$ cat src/rsc_pkg.sv
// Package of the reset source controller: register address, field positions,
// reset values and timing counts.
// Assumes a 200 MHz system clock and an 8-bit special-register port.
`default_nettype none

package rsc_pkg;

    // Clock rate
    localparam int RSC_CLK_MHZ = 200;
    localparam int RSC_CLK_PERIOD_NS = 5;

    // Special-register address of the cause register
    localparam logic [7:0] RSC_ADDR_CAUSE = 8'hEF;

    // Field positions inside reset_cause_status
    localparam int RSC_POS_PIN = 0;
    localparam int RSC_POS_POR = 1;
    localparam int RSC_POS_CLK_LOSS = 2;
    localparam int RSC_POS_WATCHDOG = 3;
    localparam int RSC_POS_SOFTWARE = 4;
    localparam int RSC_POS_COMPARATOR = 5;
    localparam int RSC_POS_FLASH = 6;
    localparam int RSC_CAUSE_W = 7;

    // Reset values: cause after power-on, enables off
    localparam logic [6:0] RSC_CAUSE_RST = 7'h02;
    localparam logic RSC_EN_RST = 1'b0;
    // Synchroniser idle levels: pin high, comparator high, supply good, clock low
    localparam logic [3:0] RSC_SYNC_RST = 4'h3;

    // Sync lane numbers
    localparam int RSC_SY_PIN = 0;
    localparam int RSC_SY_CMP = 1;
    localparam int RSC_SY_VDD = 2;
    localparam int RSC_SY_CLK = 3;

    // User code space limits for the three memory sizes
    localparam logic [15:0] RSC_LIMIT_8K = 16'h1DFF;
    localparam logic [15:0] RSC_LIMIT_4K = 16'h0FFF;
    localparam logic [15:0] RSC_LIMIT_2K = 16'h07FF;
    localparam logic [15:0] RSC_RESET_VECTOR = 16'h0000;

    // Clock-loss timeout, a least time: 100 us
    localparam int RSC_CLK_LOSS_US = 100;
    localparam int RSC_CLK_LOSS_CYC = RSC_CLK_LOSS_US * RSC_CLK_MHZ;

    // Delay from release to code execution, a least time: 5.0 us
    localparam int RSC_RST_DELAY_NS = 5000;
    localparam int RSC_RST_DELAY_CYC =
        (RSC_RST_DELAY_NS + RSC_CLK_PERIOD_NS - 1) / RSC_CLK_PERIOD_NS;
    localparam int RSC_DLY_W = 10;
    localparam logic [RSC_DLY_W-1:0] RSC_DLY_LAST = RSC_DLY_W'(RSC_RST_DELAY_CYC - 1);

    // Watchdog clock divider
    localparam int RSC_WDOG_DIV = 12;

    // Sequencer states
    typedef enum logic [2:0] {
        RSC_ST_HOLD = 3'h1,
        RSC_ST_DELAY = 3'h2,
        RSC_ST_RUN = 3'h4
    } rsc_state_t;

endpackage

`default_nettype wire

$ cat src/rsc_reset_source_controller.sv
// Reset source controller: gathers reset sources, sequences the internal
// reset, and holds the cause register.
// Assumes CPU strobes are on clk; pin, comparator, supply and watched clock
// are asynchronous and pass two flip-flops here.
`timescale 1ns/1ps
`default_nettype none

// How it works
// [RL1] Watched clock level standing over 100 us resets when detector enabled.
// [RL2] Clock-loss flag bit 2 reads 1 only after a clock-loss reset.
// [RL3] Writing bit 2 enables or disables the clock-loss detector.
// [RL4] Only power-on and supply resets drive the reset pin low.
// [RL5] Writing bit 5 makes the comparator a reset source or removes it.
// [RL6] Enabled comparator output low holds the device in reset.
// [RL7] Comparator flag bit 5 reads 1 only after a comparator reset.
// [RL8] Firmware lets the comparator settle before enabling it as source.
// [RL9] Watchdog is forced enabled during reset and ticks at clock over 12.
// [RL10] Watchdog timeout resets; flag bit 3 then reads 1.
// [RL11] Program-store write above code limit resets with flash flag.
// [RL12] Code-memory read above the code limit resets with flash flag.
// [RL13] Fetch or branch above the code limit resets with flash flag.
// [RL14] Flash flag bit 6 reads 1 only after flash error reset, read-only.
// [RL15] Writing 1 to bit 4 forces reset; flag then reads 1.
// [RL16] Code starts at 0x0000 at least 5.0 us after release.
// [RL17] External circuitry holds the reset pin low at least 15 us.
// [RL18] Power-on flag bit 1 set by power-on or supply monitor reset.
// [RL19] Writing bit 1 enables or disables the supply monitor.
// [RL20] Pin flag bit 0 reads 1 only after a pin reset, read-only.
// [RL21] Bit 7 always reads zero; writes to it are ignored.
// [RL22] Firmware never uses read-modify-write on the cause register.
// [RL23] Any other reset clears the power-on flag.
// [RL24] Enabling a disabled supply monitor resets at once; re-enabling does not.
// [RL25] Leaving a pin reset sets the pin flag.
// [RL26] All flags update together per reset; enables keep their state.
module rsc_reset_source_controller #(
    parameter int CLK_LOSS_CYC = rsc_pkg::RSC_CLK_LOSS_CYC,
    parameter logic [15:0] USER_LIMIT = rsc_pkg::RSC_LIMIT_8K
) (
    input wire logic clk,
    input wire logic rstn,
    input wire logic rst_pin_in,
    output logic rst_pin_out,
    output logic rst_pin_oe_n,
    input wire logic cmp_out,
    input wire logic vdd_low,
    input wire logic clk_mon,
    input wire logic watchdog_timeout,
    input wire logic program_store_write_enable,
    input wire logic xdata_wr,
    input wire logic [15:0] xdata_addr,
    input wire logic code_rd,
    input wire logic [15:0] code_rd_addr,
    input wire logic fetch,
    input wire logic [15:0] fetch_addr,
    input wire logic [7:0] sfr_addr,
    input wire logic sfr_wr,
    input wire logic [7:0] sfr_wdata,
    input wire logic sfr_rd,
    output logic [7:0] sfr_rdata,
    output logic sys_reset,
    output logic cpu_run,
    output logic [15:0] reset_vector,
    output logic watchdog_force_enable,
    output logic watchdog_tick,
    output logic clock_loss_enable,
    output logic comparator_reset_enable,
    output logic vdd_monitor_enable
);
    typedef struct packed {
        rsc_pkg::rsc_state_t st;
        logic [3:0] sync1;
        logic [3:0] sync2;
        logic [6:0] cause;
        logic clk_loss_en;
        logic cmp_en;
        logic vdd_en;
        logic [rsc_pkg::RSC_DLY_W-1:0] cnt;
        logic [7:0] rdata;
    } rsc_ctl_t;

    rsc_ctl_t q_ff;
    rsc_ctl_t nxt_q;

    logic clk_loss_ev;
    logic pin_low;
    logic cmp_low;
    logic vdd_fail;
    logic held;
    logic running;
    logic wr_hit;
    logic rd_hit;
    logic sw_ev;
    logic vdd_on_ev;
    logic wdog_ev;
    logic ferr_wr_ev;
    logic ferr_rd_ev;
    logic ferr_fetch_ev;
    logic ferr_ev;
    logic any_ev;

    // Priority encode of the reset cause: supply, pin, clock loss, comparator, watchdog, flash, software
    function automatic logic [6:0] rsc_cause(
        input logic vdd,
        input logic pin,
        input logic loss,
        input logic cmp,
        input logic wdog,
        input logic ferr,
        input logic sw
    );
        logic [6:0] c;
        c = '0;
        if (vdd) begin
            c[rsc_pkg::RSC_POS_POR] = 1'b1;
        end else if (pin) begin
            c[rsc_pkg::RSC_POS_PIN] = 1'b1;
        end else if (loss) begin
            c[rsc_pkg::RSC_POS_CLK_LOSS] = 1'b1;
        end else if (cmp) begin
            c[rsc_pkg::RSC_POS_COMPARATOR] = 1'b1;
        end else if (wdog) begin
            c[rsc_pkg::RSC_POS_WATCHDOG] = 1'b1;
        end else if (ferr) begin
            c[rsc_pkg::RSC_POS_FLASH] = 1'b1;
        end else if (sw) begin
            c[rsc_pkg::RSC_POS_SOFTWARE] = 1'b1;
        end
        return c;
    endfunction

    // Clock-loss one-shot on the synchronised watched clock
    rsc_clock_loss_timer #(
        .TIMEOUT_CYC(CLK_LOSS_CYC)
    ) u_clock_loss (
        .clk(clk),
        .rstn(rstn),
        .enable(q_ff.clk_loss_en),
        .mon(q_ff.sync2[rsc_pkg::RSC_SY_CLK]),
        .timeout(clk_loss_ev)
    );

    // Watchdog clock enable, realigned by every reset
    rsc_tick_divider #(
        .DIV(rsc_pkg::RSC_WDOG_DIV)
    ) u_wdog_div (
        .clk(clk),
        .rstn(rstn),
        .restart(sys_reset),
        .tick(watchdog_tick)
    );

    // Source decode from synchronised levels and CPU strobes
    always_comb begin
        running = (q_ff.st == rsc_pkg::RSC_ST_RUN);
        pin_low = ~q_ff.sync2[rsc_pkg::RSC_SY_PIN];
        cmp_low = q_ff.cmp_en & ~q_ff.sync2[rsc_pkg::RSC_SY_CMP]; // [RL6]
        vdd_fail = q_ff.vdd_en & q_ff.sync2[rsc_pkg::RSC_SY_VDD]; // [RL18]
        held = pin_low | cmp_low | vdd_fail;
        wr_hit = running & sfr_wr & (sfr_addr == rsc_pkg::RSC_ADDR_CAUSE);
        rd_hit = sfr_rd & (sfr_addr == rsc_pkg::RSC_ADDR_CAUSE);
        sw_ev = wr_hit & sfr_wdata[rsc_pkg::RSC_POS_SOFTWARE]; // [RL15]
        vdd_on_ev = wr_hit & sfr_wdata[rsc_pkg::RSC_POS_POR] & ~q_ff.vdd_en; // [RL24]
        wdog_ev = running & watchdog_timeout; // [RL10]
        ferr_wr_ev = running & xdata_wr & program_store_write_enable
            & (xdata_addr > USER_LIMIT); // [RL11]
        ferr_rd_ev = running & code_rd & (code_rd_addr > USER_LIMIT); // [RL12]
        ferr_fetch_ev = running & fetch & (fetch_addr > USER_LIMIT); // [RL13]
        ferr_ev = ferr_wr_ev | ferr_rd_ev | ferr_fetch_ev;
        any_ev = held | clk_loss_ev | wdog_ev | ferr_ev | sw_ev | vdd_on_ev;
    end

    // Sequencer, enables, cause flags and read data
    always_comb begin
        nxt_q = q_ff;
        nxt_q.sync1 = {clk_mon, vdd_low, cmp_out, rst_pin_in};
        nxt_q.sync2 = q_ff.sync1;
        nxt_q.rdata = rd_hit ? {1'b0, q_ff.cause} : 8'h00; // [RL21]
        if (wr_hit) begin
            nxt_q.clk_loss_en = sfr_wdata[rsc_pkg::RSC_POS_CLK_LOSS]; // [RL3]
            nxt_q.cmp_en = sfr_wdata[rsc_pkg::RSC_POS_COMPARATOR]; // [RL5]
            nxt_q.vdd_en = sfr_wdata[rsc_pkg::RSC_POS_POR]; // [RL19]
        end
        case (q_ff.st)
            rsc_pkg::RSC_ST_HOLD: begin
                // Stay while a level source holds; first cause is kept
                if (!held) begin
                    nxt_q.st = rsc_pkg::RSC_ST_DELAY;
                    nxt_q.cnt = '0;
                end
            end
            rsc_pkg::RSC_ST_DELAY, rsc_pkg::RSC_ST_RUN: begin
                if (any_ev) begin
                    // All flags replaced at once by the newest cause
                    nxt_q.st = rsc_pkg::RSC_ST_HOLD; // [RL26]
                    nxt_q.cause = rsc_cause(vdd_fail | vdd_on_ev, pin_low, clk_loss_ev,
                        cmp_low, wdog_ev, ferr_ev, sw_ev); // [RL2] [RL7] [RL14] [RL20] [RL23] [RL25]
                end else if (q_ff.st == rsc_pkg::RSC_ST_DELAY) begin
                    if (q_ff.cnt == rsc_pkg::RSC_DLY_LAST) begin
                        nxt_q.st = rsc_pkg::RSC_ST_RUN; // [RL16]
                    end else begin
                        nxt_q.cnt = q_ff.cnt + 10'h001;
                    end
                end
            end
            default: begin
                nxt_q.st = rsc_pkg::RSC_ST_HOLD;
            end
        endcase
    end

    // State register; power-on clears enables and sets the power-on cause
    always_ff @(posedge clk) begin
        if (!rstn) begin
            q_ff.st <= rsc_pkg::RSC_ST_HOLD;
            q_ff.sync1 <= rsc_pkg::RSC_SYNC_RST;
            q_ff.sync2 <= rsc_pkg::RSC_SYNC_RST;
            q_ff.cause <= rsc_pkg::RSC_CAUSE_RST; // [RL18]
            q_ff.clk_loss_en <= rsc_pkg::RSC_EN_RST;
            q_ff.cmp_en <= rsc_pkg::RSC_EN_RST;
            q_ff.vdd_en <= rsc_pkg::RSC_EN_RST;
            q_ff.cnt <= '0;
            q_ff.rdata <= 8'h00;
        end else begin
            q_ff <= nxt_q;
        end
    end

    // Outputs; pin pulled low only for power-on and supply resets
    assign sys_reset = ~running;
    assign cpu_run = running;
    assign reset_vector = rsc_pkg::RSC_RESET_VECTOR; // [RL16]
    assign rst_pin_out = 1'b0;
    assign rst_pin_oe_n = ~(q_ff.cause[rsc_pkg::RSC_POS_POR] & ~running); // [RL4]
    assign watchdog_force_enable = sys_reset; // [RL9]
    assign sfr_rdata = q_ff.rdata;
    assign clock_loss_enable = q_ff.clk_loss_en;
    assign comparator_reset_enable = q_ff.cmp_en;
    assign vdd_monitor_enable = q_ff.vdd_en;

    // Checks on the reset sequencing
    a_pin_drive_por: assert property (@(posedge clk) disable iff (!rstn) // [RL4]
        !rst_pin_oe_n |-> (sys_reset && q_ff.cause == 7'h02))
        else $error("reset pin driven for a non power-on cause");

    a_clk_loss_flag: assert property (@(posedge clk) disable iff (!rstn) // [RL2]
        (clk_loss_ev && running && !held && !vdd_on_ev) |=> (sys_reset && sfr_rdata[7] == 1'b0
            && q_ff.cause == 7'h04))
        else $error("clock loss did not reset with its flag");

    a_sw_force: assert property (@(posedge clk) disable iff (!rstn) // [RL15]
        (sw_ev && !held && !clk_loss_ev && !wdog_ev && !ferr_ev && !vdd_on_ev)
            |=> (sys_reset && q_ff.cause == 7'h10))
        else $error("software force did not reset with its flag");

    a_cmp_source: assert property (@(posedge clk) disable iff (!rstn) // [RL7]
        (running && cmp_low && !pin_low && !vdd_fail && !clk_loss_ev && !vdd_on_ev)
            |=> (sys_reset && q_ff.cause == 7'h20))
        else $error("comparator reset not taken or flag wrong");

    a_wdog_flag: assert property (@(posedge clk) disable iff (!rstn) // [RL10]
        (wdog_ev && !held && !clk_loss_ev && !vdd_on_ev)
            |=> (sys_reset && q_ff.cause == 7'h08))
        else $error("watchdog timeout did not reset with its flag");

    a_flash_error: assert property (@(posedge clk) disable iff (!rstn) // [RL13]
        (ferr_fetch_ev && !held && !clk_loss_ev && !wdog_ev && !vdd_on_ev) |=> (sys_reset
            && q_ff.cause[rsc_pkg::RSC_POS_FLASH] && $countones(q_ff.cause) == 1))
        else $error("fetch above code limit did not flag flash error");

    a_vdd_enable: assert property (@(posedge clk) disable iff (!rstn) // [RL24]
        (wr_hit && sfr_wdata[1] && q_ff.vdd_en && !held && !clk_loss_ev && !wdog_ev
            && !ferr_ev && !sfr_wdata[4]) |=> !sys_reset)
        else $error("re-enabling supply monitor caused a reset");

    a_flags_onehot: assert property (@(posedge clk) disable iff (!rstn) // [RL26]
        $changed(q_ff.cause) |-> ($onehot(q_ff.cause)
            && ($stable(q_ff.clk_loss_en) || $past(wr_hit))))
        else $error("cause flags not one-hot after update");

    a_start_delay: assert property (@(posedge clk) disable iff (!rstn) // [RL16]
        $rose(cpu_run) |-> ($past(q_ff.st) == rsc_pkg::RSC_ST_DELAY
            && $past(q_ff.cnt) == rsc_pkg::RSC_DLY_LAST))
        else $error("code started before the release delay");

    a_read_bit7: assert property (@(posedge clk) disable iff (!rstn) // [RL21]
        rd_hit |=> (sfr_rdata == {1'b0, $past(q_ff.cause)}))
        else $error("cause register read wrong");

    a_wdog_forced: assert property (@(posedge clk) disable iff (!rstn) // [RL9]
        sys_reset |-> (watchdog_force_enable ##1 !watchdog_tick))
        else $error("watchdog not forced on or divider not realigned in reset");
endmodule

`default_nettype wire

$ cat src/rsc_tick_divider.sv
// Divider that gives a one-cycle enable pulse every DIV clocks.
// Assumes restart comes from logic on the same clock.
`timescale 1ns/1ps
`default_nettype none

module rsc_tick_divider #(
    parameter int DIV = rsc_pkg::RSC_WDOG_DIV
) (
    input wire logic clk,
    input wire logic rstn,
    input wire logic restart,
    output logic tick
);
    localparam int W = $clog2(DIV);

    typedef struct packed {
        logic [W-1:0] cnt;
        logic tick;
    } rsc_div_t;

    rsc_div_t q_ff;
    rsc_div_t nxt_q;

    // Count modulo DIV, pulse on wrap
    always_comb begin
        nxt_q = q_ff;
        nxt_q.tick = 1'b0;
        if (restart) begin
            nxt_q.cnt = '0;
        end else if (q_ff.cnt == W'(DIV - 1)) begin
            nxt_q.cnt = '0;
            nxt_q.tick = 1'b1;
        end else begin
            nxt_q.cnt = q_ff.cnt + W'(1);
        end
    end

    // State register
    always_ff @(posedge clk) begin
        if (!rstn) begin
            q_ff <= '0;
        end else begin
            q_ff <= nxt_q;
        end
    end

    assign tick = q_ff.tick;
endmodule

`default_nettype wire

$ cat src/rsc_clock_loss_timer.sv
// One-shot timer that fires when a watched clock level stands too long.
// Assumes mon is already synchronised to clk.
`timescale 1ns/1ps
`default_nettype none

module rsc_clock_loss_timer #(
    parameter int TIMEOUT_CYC = rsc_pkg::RSC_CLK_LOSS_CYC
) (
    input wire logic clk,
    input wire logic rstn,
    input wire logic enable,
    input wire logic mon,
    output logic timeout
);
    localparam int W = $clog2(TIMEOUT_CYC + 1);

    typedef struct packed {
        logic prev;
        logic fired;
        logic pulse;
        logic [W-1:0] cnt;
    } rsc_mcd_t;

    rsc_mcd_t q_ff;
    rsc_mcd_t nxt_q;

    // Any edge rearms; a level held TIMEOUT_CYC cycles fires once
    always_comb begin
        nxt_q = q_ff;
        nxt_q.prev = mon;
        nxt_q.pulse = 1'b0;
        if (!enable || (mon != q_ff.prev)) begin
            nxt_q.cnt = '0;
            nxt_q.fired = 1'b0;
        end else if (!q_ff.fired) begin
            if (q_ff.cnt == W'(TIMEOUT_CYC - 1)) begin
                nxt_q.pulse = 1'b1; // [RL1]
                nxt_q.fired = 1'b1;
            end else begin
                nxt_q.cnt = q_ff.cnt + W'(1);
            end
        end
    end

    // State register
    always_ff @(posedge clk) begin
        if (!rstn) begin
            q_ff <= '0;
        end else begin
            q_ff <= nxt_q;
        end
    end

    assign timeout = q_ff.pulse;
endmodule

`default_nettype wire

$ cat config.mk
export PLATFORM = sky130hd
export DESIGN_NAME = rsc_reset_source_controller
export DESIGN_NICKNAME = d
export VERILOG_FILES = /design/src/rsc_pkg.sv /design/src/rsc_reset_source_controller.sv /design/src/rsc_tick_divider.sv /design/src/rsc_clock_loss_timer.sv
export SDC_FILE = /design/constraint.sdc
export NUM_CORES = 1
export LEC_CHECK = 0
export BUFFER_PORTS_ARGS = -buffer_cell sky130_fd_sc_hd__buf_4
export CORE_MARGIN = 10
export CORE_UTILIZATION = 40
export DETAILED_ROUTE_END_ITERATION = 10
export GPL_TIMING_DRIVEN = 0
export PLACE_DENSITY = 0.73
export SKIP_LAST_GASP = 1
export SYNTH_ARGS = -nofsm -noshare
export SYNTH_HDL_FRONTEND = slang
export SYNTH_SLANG_ARGS = --single-unit
$ cat constraint.sdc
create_clock -name clk -period 3 [get_ports clk]
set_input_delay 0.6 -clock clk [delete_from_list [all_inputs] [get_ports clk]]
set_output_delay 0.6 -clock clk [all_outputs]
set_load 0.03 [all_outputs]
**After elaboration in Yosys (flattened, before gate mapping)**

Cells that the tools add are included.

- Register bits: 62
- Output and inout port bits: 33
- Logic and storage cells: 114
- Input port bits: 77

- Bitwise operators: 35
- Reductions and logical operators: 13
- $add $sub $neg: 3
- Equality and inequality tests: 14
- $lt $le $gt $ge: 3
- Multiplexer cells: 30

Operator list:

| operator | number |
|---|---|
| 16-bit by 13-bit > comparator with 1-bit output (second input constant) | 3 |
| 10-bit two-way mux | 4 |
| 10-bit one-hot mux with 2 select lines | 1 |
| 1-bit AND | 17 |
| 17-bit two-way mux | 1 |
| 15-bit by 1-bit adder with 15-bit output (second input constant) | 1 |
| 15-bit equality test (second input constant) | 1 |
| 15-bit two-way mux | 1 |
| 1-bit two-way mux | 13 |
| 3-bit two-way mux | 4 |
| 10-bit by 1-bit adder with 10-bit output (second input constant) | 1 |
| 10-bit equality test (second input constant) | 1 |
| 5-bit two-way mux | 2 |
| 1-bit bitwise OR | 10 |
| 8-bit equality test (second input constant) | 1 |
| 2-bit != test (second input constant) | 4 |
| 1-bit inverter | 8 |
| 2-bit AND reduction | 4 |
| 3-bit != test (second input constant) | 2 |
| 3-bit one-hot mux with 2 select lines | 1 |
| 3-bit OR reduction | 2 |
| 5-bit AND reduction | 1 |
| 4-bit by 1-bit adder with 4-bit output (second input constant) | 1 |
| 4-bit equality test (second input constant) | 1 |
| 11 further kinds | 13 |

**Longest topological paths before layout**

Gate-level depths: netlist of run 1.

- Depth after elaboration: 12
- Depth in mapped cells: 8
- Mapped depth without buffers: 7

**By module**

A second synthesis of run 1 with hierarchy kept.

- Cell total of the unflattened synthesis: 338
- Area, all modules: 2962.8 µm²

By module, submodules not included:

| module | times used | cells an instance | area an instance (µm²) | sequential area each (µm²) |
|---|---|---|---|---|
| rsc_reset_source_controller | 1 | 224 | 1933.1 | 760.7 |
| rsc_clock_loss_timer | 1 | 97 | 837.1 | 360.3 |
| rsc_tick_divider | 1 | 17 | 192.7 | 100.1 |

**Least setup slack after synthesis of run 1**

Ideal clock, no wire load.

- Path kind: register to register
- Start point: register q_ff[38] (netlist name)
- End point: register q_ff[9] (netlist name)
- Path slack: 546 ps
- Clock period less this slack: 2454 ps
- Path buffers: 1
- Stages on the path, launching flop included: 9
- Data required time: 2874 ps
- Setup time: 126 ps
- Arrival time: 2328 ps
- Path through: dfxtp_1 nor3b_4 inv_4 nor4_4 nand2_2 and4_1 clkbuf_1 nand3_1 o22ai_1

- Word-level cells in the longest chain between the ends: 11
- Elaborated cells on any way between the ends: 30
- Those cells by class: 7 x eq/ne; 1 x mux; 19 x bitwise; 3 x reduce/logical

RTL lines:

| what | RTL line | text |
|---|---|---|
| start, declared | rsc_reset_source_controller.sv:81 | `rsc_ctl_t q_ff;` |
| start signal, assigned | rsc_reset_source_controller.sv:224 | `q_ff <= nxt_q;` |
| 3-bit equality test (*) | rsc_reset_source_controller.sv:154 | `running = (q_ff.st == rsc_pkg::RSC_ST_RUN);` |
| net cpu_run | rsc_reset_source_controller.sv:61 | `output logic cpu_run,` |
| 1-bit AND (2 in a row) | rsc_reset_source_controller.sv:164 | `ferr_wr_ev = running & xdata_wr & program_store_write_enable` |
| 1-bit AND | rsc_reset_source_controller.sv:165 | `& (xdata_addr > USER_LIMIT);` |
| 1-bit bitwise OR (2 in a row) | rsc_reset_source_controller.sv:168 | `ferr_ev = ferr_wr_ev \| ferr_rd_ev \| ferr_fetch_ev;` |
| 1-bit bitwise OR (3 in a row) | rsc_reset_source_controller.sv:169 | `any_ev = held \| clk_loss_ev \| wdog_ev \| ferr_ev \| sw_ev \| vdd_on_ev;` |
| 2-bit != test (no line) | -- |  |
| 5-bit AND reduction (no line) | -- |  |

The timed path passes the listed nets; every way through them passes the cells marked *.
A chain may end at the register's enable or synchronous reset.

**Worst setup path in the final report of run 1**

- Start point: register q_ff[38] (netlist name)
- End point: register q_ff[9] (netlist name)

- Word-level cells in the longest chain between the ends: 11
- Elaborated cells on any way between the ends: 30
- Those cells by class: 7 x eq/ne; 1 x mux; 19 x bitwise; 3 x reduce/logical

RTL lines:

| what | RTL line |
|---|---|
| 3-bit equality test | rsc_reset_source_controller.sv:154, rsc_reset_source_controller.sv:183 |
| 1-bit AND (2 in a row) | rsc_reset_source_controller.sv:164 |
| 1-bit AND | rsc_reset_source_controller.sv:165 |
| 1-bit bitwise OR (2 in a row) | rsc_reset_source_controller.sv:168 |
| 1-bit bitwise OR (3 in a row) | rsc_reset_source_controller.sv:169 |
| 2-bit != test (no line) | -- |
| 5-bit AND reduction (no line) | -- |

Parallel ways exist; a longest one is shown, timed or not.

==> results of run 1 <==
[through the flow]
step	power, W	hold WS (ns)	utilization [%]	cell area [sq um]	instances
detailed placement	0.00103	0.393	51.0	3520	491
global placement	0.00102	0.389	51.0	3520	491
floorplan	0.000962	0.386	-	2960	336
finish	0.00183	0.404	54.3	3750	507
CTS	0.00184	0.408	54.3	3750	507
global route	0.00190	0.444	54.3	3750	507
[worst max path at each step]
stage	startpoint	end	slack, ns	cells after the start
after global placement	xdata_addr[14]	q_ff[17]	0.39	7
after detailed placement	xdata_addr[14]	q_ff[15]	0.34	7
after CTS	q_ff[38]	q_ff[9]	0.37	8
final	q_ff[38]	q_ff[9]	0.38	8
after global routing	q_ff[38]	q_ff[9]	0.16	8
after floorplan	q_ff[38]	q_ff[9]	0.55	8
[routing by layer]
layer  vias to the layer above  share of wire [%]  track usage (%)
li1                       1253                  -                -
met1                      1133                 44             14.2
met2                        56                 50             20.2
met3                         6                5.9             6.08
met4                         0               0.71             3.24
met5                         -                  0                0
[sequential cells by signal, summed over array words and instances, names as in the netlist]
register,count
u_wdog_div.tick,1
u_clock_loss.q_ff,17
sfr_rdata,7
nxt_q,4
q_ff,24
comparator_reset_enable,1
vdd_monitor_enable,1
clock_loss_enable,1
u_clock_loss.timeout,1
u_wdog_div.q_ff,4
[logic make-up after synthesis]
kind of cell	Yosys count	synth area share [%]
AND/OR/NAND/NOR	139	26.8
multiplexers	11	3.80
AO/OA/AOI/OAI	43	11.3
other	1	0.129
flip-flops	61	42.2
adder cells (fa/ha/maj)	3	1.30
XOR/XNOR	18	5.44
buffers and inverters	43	9.07
[cell type report]
cell class / instances / area, sq um
buffer: 36 / 234
clock buffer: 12 / 155
clock inverter: 4 / 70.1
fill: 653 / 3160
inverter: 7 / 28.8
multi-input combinational: 232 / 1480
sequential: 61 / 1220
tap: 96 / 120
timing repair buffer: 59 / 443
[cell usage in the layout, fill, tap and decap left out, drive strengths merged, types with 2 or more instances in the layout]
cell	instances
conb	18
a211oi	2
nand2b	8
nor2b	4
and3	8
and4	2
nor2	27
mux2i	11
or4	2
nor3	6
xnor2	7
o21ai	13
o31ai	2
nand4	13
nand2	23
xor2	11
nand3	19
ha	3
bufinv	2
clkinv	2
buf	87
nor4bb	2
nand3b	2
inv	7
a311oi	2
dfxtp	61
a21oi	12
nor3b	2
and2	13
a41oi	2
a21boi	4
clkbuf	20
nor4	5
[critical path, delay by kind of cell (launching register included)]
kind	cells	cell delay (ns)
simple gates	5	1.63
flops	1	0.45
buf+inv	2	0.32
compound gates	1	0.08
[report_power, final]
part	internal, W	switching [W]	leakage (nW)	total (W)
clock	0.000510	0.000305	0.116	0.000815
sequential	0.000820	0.00000967	0.494	0.000830
combinational	0.0000841	0.0000973	0.939	0.000181
==> impl_metrics.ini, run 1 <==
[floorplanning]
die-area_sq_um = 11000
boundaryPins = 110
die_h_um = 105
initial_core_util_pct = 41.9
die_w_um = 105
rows = 30
core_area_sq_um = 6910

[global_routing]
grt_pass1_vias = 2350
grt_start_max_net_pins = 11
grt_pass1_wl_um = 11400
overflow = 0
grt_antenna_before_repair = 0
gr-usage-all-layers_pct = 12.4

[worst_setup_path]
critical-path-max-stage-delay_ns = 0.52
r2r_end = q_ff[9]
ff2ff_setup_slack_ns = 0.38
critPathRequiredTime_ns = 3.22
worst-path-max-fanout = 7
cp.arrival_ns = 2.84
crit-reg2reg-launch = q_ff[38]
crit_slowest_cell = nor3b_4
reg2regPathDepth = 8
path_cells = nor3b_4 > inv_4 > nor4_4 > nand2_2 > and4_1 > clkbuf_1 > nand3_1 > o22ai_1
path_class = reg2reg
startpoint_type = register
worst_setup_path_end_kind = register

[synth]
netlist.area_leader.share_pct = 42.2
synthFlopType = dfxtp_1
avgSynthCellArea_sq_um = 9.08
synthArstFlopShare_pct = 0
synth.most_common_cell = dfxtp_1
synth_cell_types = 51
synth_seq_cells = 61
synth_edf_count = 0
synth_area_leader_cell = dfxtp_1
yosys_warnings = 0
yosysSeqAreaShare_pct = 42.2
synth_common_cells = 61 x dfxtp_1, 27 x nor2_1, 26 x buf_4
syn_inst = 319
synth_area_sq_um = 2900
yosys-top-cells-area = dfxtp_1 42%, buf_4 6.7%, mux2i_1 3.8%, nor2_1 3.5%, xor2_1 3.3%

[drt]
finalWirelength_um = 6790
remaining_drc_errors = 0
detail-route-antenna-nets = 0
via_per_inst = 4.83
drtPass1Iterations = 4
drtIter0Drc = 112
post_drt_wl_per_cell_um = 13.4
vias = 2448

[worst_hold_path]
holdCritStartpoint = nxt_q[28]
holdPathEnd = q_ff[28]
hold_class = reg2reg
hold_path_depth = 1

[timing]
fin_skew_ns = 0.00707
timing.final.ws_setup_ns = 0.380
finalSetupViolations = 0
period_minus_slack_ns = 2.62
slew_headroom_pct = 52.6
fmax_mhz = 382
final.period_utilization_pct = 87.3
slew_violations = 0
hold_viol_final = 0
rsz0062_at_grt = false
tns_ns = 0
tightest_slew_ns = 0.701

[layout]
area_delta_synth_final_pct = 29.4
finalNetCount = 486
drive_gt1_share_pct = 27.3
diodes = 0

[clock_network]
clkSinkCount = 61
cts_hold_buf = 0
cts_htree_levels = 3
cts-root-buf = clkbuf_8
clk_pin_slew_ns = 0.07
post_cts_buffers = 0
numCtsBuffers = 9
clk_path_buf_depth = 2
cts_tree = done
clk_latency_ns = 0.34
post_cts_resized = 0

[place]
port_buffers = 59
gp_congestion = 0.838
dp_hpwl_um = 5230
pre_cts_ws_ns = 0.338

[status]
status = finished clean

[flow_run]
max_cap_violations = 0

[power_and_ir_drop]
ir_drop_uv = 328
leakagePower_nw = 1.55
power_density_nw_per_um2 = 487
Power figures use the tool's default switching activity.
==> run 2: changes to the inputs <==
--- a/config.mk
+++ b/config.mk
@@ -5,12 +5,12 @@
 export SDC_FILE = /design/constraint.sdc
 export NUM_CORES = 1
 export LEC_CHECK = 0
-export BUFFER_PORTS_ARGS = -buffer_cell sky130_fd_sc_hd__buf_4
 export CORE_MARGIN = 10
 export CORE_UTILIZATION = 40
 export DETAILED_ROUTE_END_ITERATION = 10
+export DONT_BUFFER_PORTS = 1
 export GPL_TIMING_DRIVEN = 0
-export PLACE_DENSITY = 0.73
+export PLACE_DENSITY = 0.6
 export SKIP_LAST_GASP = 1
 export SYNTH_ARGS = -nofsm -noshare
 export SYNTH_HDL_FRONTEND = slang
==> impl_metrics.ini, run 2 (synthesis gave the netlist of run 1 again) <==
[flow_run]
max_cap_violations = 0

[floorplanning]
die_h_um = 105
rows = 30
die-area_sq_um = 11000
core_area_sq_um = 6910
die_w_um = 105
boundaryPins = 110
initial_core_util_pct = 41.9

[timing]
finalSetupViolations = 0
rsz0062_at_grt = false
tightest_slew_ns = 0.781
whs_ns = 0.376
slew_headroom_pct = 47.9
fmax_mhz = 362
period_minus_slack_ns = 2.76
fin_skew_ns = 0.00947
tns_ns = 0
final.period_utilization_pct = 92.1
hold_viol_final = 0
slew_violations = 0

[power_and_ir_drop]
design_power_total_w = 0.00165
power_density_nw_per_um2 = 503
ir_drop_uv = 265
leakagePower_nw = 1.25

[worst_hold_path]
hold_class = in2reg
hold_path_depth = 1

[worst_setup_path]
startpoint_type = register
reg2regPathDepth = 8
worst_setup_path_end_kind = register
worst-path-max-fanout = 7
path_class = reg2reg
cp.arrival_ns = 2.97
critPathRequiredTime_ns = 3.21

[place]
port_buffers = 0
dp_hpwl_um = 5170
gp_congestion = 0.802
postPlaceCellArea_sq_um = 3080

[drt]
finalWirelength_um = 6640
detail-route-antenna-nets = 0
drtIter0Drc = 141
drtPass1Iterations = 4
post_drt_wl_per_cell_um = 14.8
via_per_inst = 4.99
vias = 2240
remaining_drc_errors = 0

[global_routing]
grtUsageMet3_pct = 6.20
overflow = 0
grt_start_max_net_pins = 11
grt_pass1_wl_um = 10800
globalRouteMet1Util_pct = 14.0
grt.busiest_layer = met2
grt_pass1_vias = 2141
grt_antenna_before_repair = 0
met2_usage_pct = 18.5
gr-usage-all-layers_pct = 11.8

[layout]
fillers = 695
area_delta_synth_final_pct = 13.3
finalNetCount = 430
largest_reg_flops = 24
drive_gt1_share_pct = 15.0
diodes = 0
largest_register = q_ff
fin_area_sq_um = 3280
layout_commonest_cell = dfxtp_1
final_cell_mix = 61 x dfxtp_1, 29 x buf_4, 27 x nor2_1

[clock_network]
clkSinkCount = 61
cts_hold_buf = 0
cts_htree_levels = 3
clk_path_buf_depth = 2
clk_latency_ns = 0.33
cts-root-buf = clkbuf_8
cts_tree = done
clk_pin_slew_ns = 0.06
post_cts_buffers = 0
post_cts_resized = 0
numCtsBuffers = 9

[status]
status = finished clean
## run 2: worst max-delay path, stage by stage, from the launching register on
cell      delay, ns
dfxtp_1        0.44
nor3b_4        0.71
inv_4          0.21
nor4_4         0.47
nand2_2        0.17
and4_1         0.22
clkbuf_1       0.19
nand3_1        0.15
mux2i_1        0.08
## run 2: through the flow
step	cells	worst slack, ns	utilization (%)
final	449	0.237	47.5
after global routing	449	0.0685	47.5
after CTS	446	0.0265	47.2
after detailed placement	432	0.0447	44.6
after global placement	432	0.0619	44.6
after floorplan	336	0.546	-
## run 2: routing by layer
layer | vias up | wire [um]
met5 | - | 0
met4 | 0 | 49
met3 | 7 | 716
met2 | 91 | 2990
met1 | 1004 | 2880
li1 | 1138 | -
## run 2: final cells by class
| cell class | count | area [sq um] | area share [%] |
|---|---|---|---|
| clock buffers | 12 | 145 | 4.42 |
| multi-input cells | 232 | 1480 | 45.0 |
| flip-flops and latches | 61 | 1220 | 37.2 |
| repair buffers | 3 | 22.5 | 0.686 |
| well taps | 96 | 120 | 3.66 |
| clock inverters | 2 | 35.0 | 1.07 |
| inverters | 7 | 28.8 | 0.877 |
| plain buffers | 36 | 234 | 7.13 |
## run 2: final timing paths
path / startpoint / endpoint / slack, ns
worst max-delay path: q_ff[38] / q_ff[8] / 0.24
worst min-delay path: cmp_out / nxt_q[29] / 0.38
worst max register to register: q_ff[38] / q_ff[8] / 0.24
worst min register to register: nxt_q[29] / q_ff[29] / 0.40
## run 2: power breakdown
| part | internal [W] | total, W | leakage (nW) | switching (W) |
|---|---|---|---|---|
| sequential | 0.000820 | 0.000831 | 0.494 | 0.0000109 |
| clock | 0.000396 | 0.000685 | 0.0923 | 0.000289 |
| combinational | 0.0000485 | 0.000136 | 0.665 | 0.0000874 |
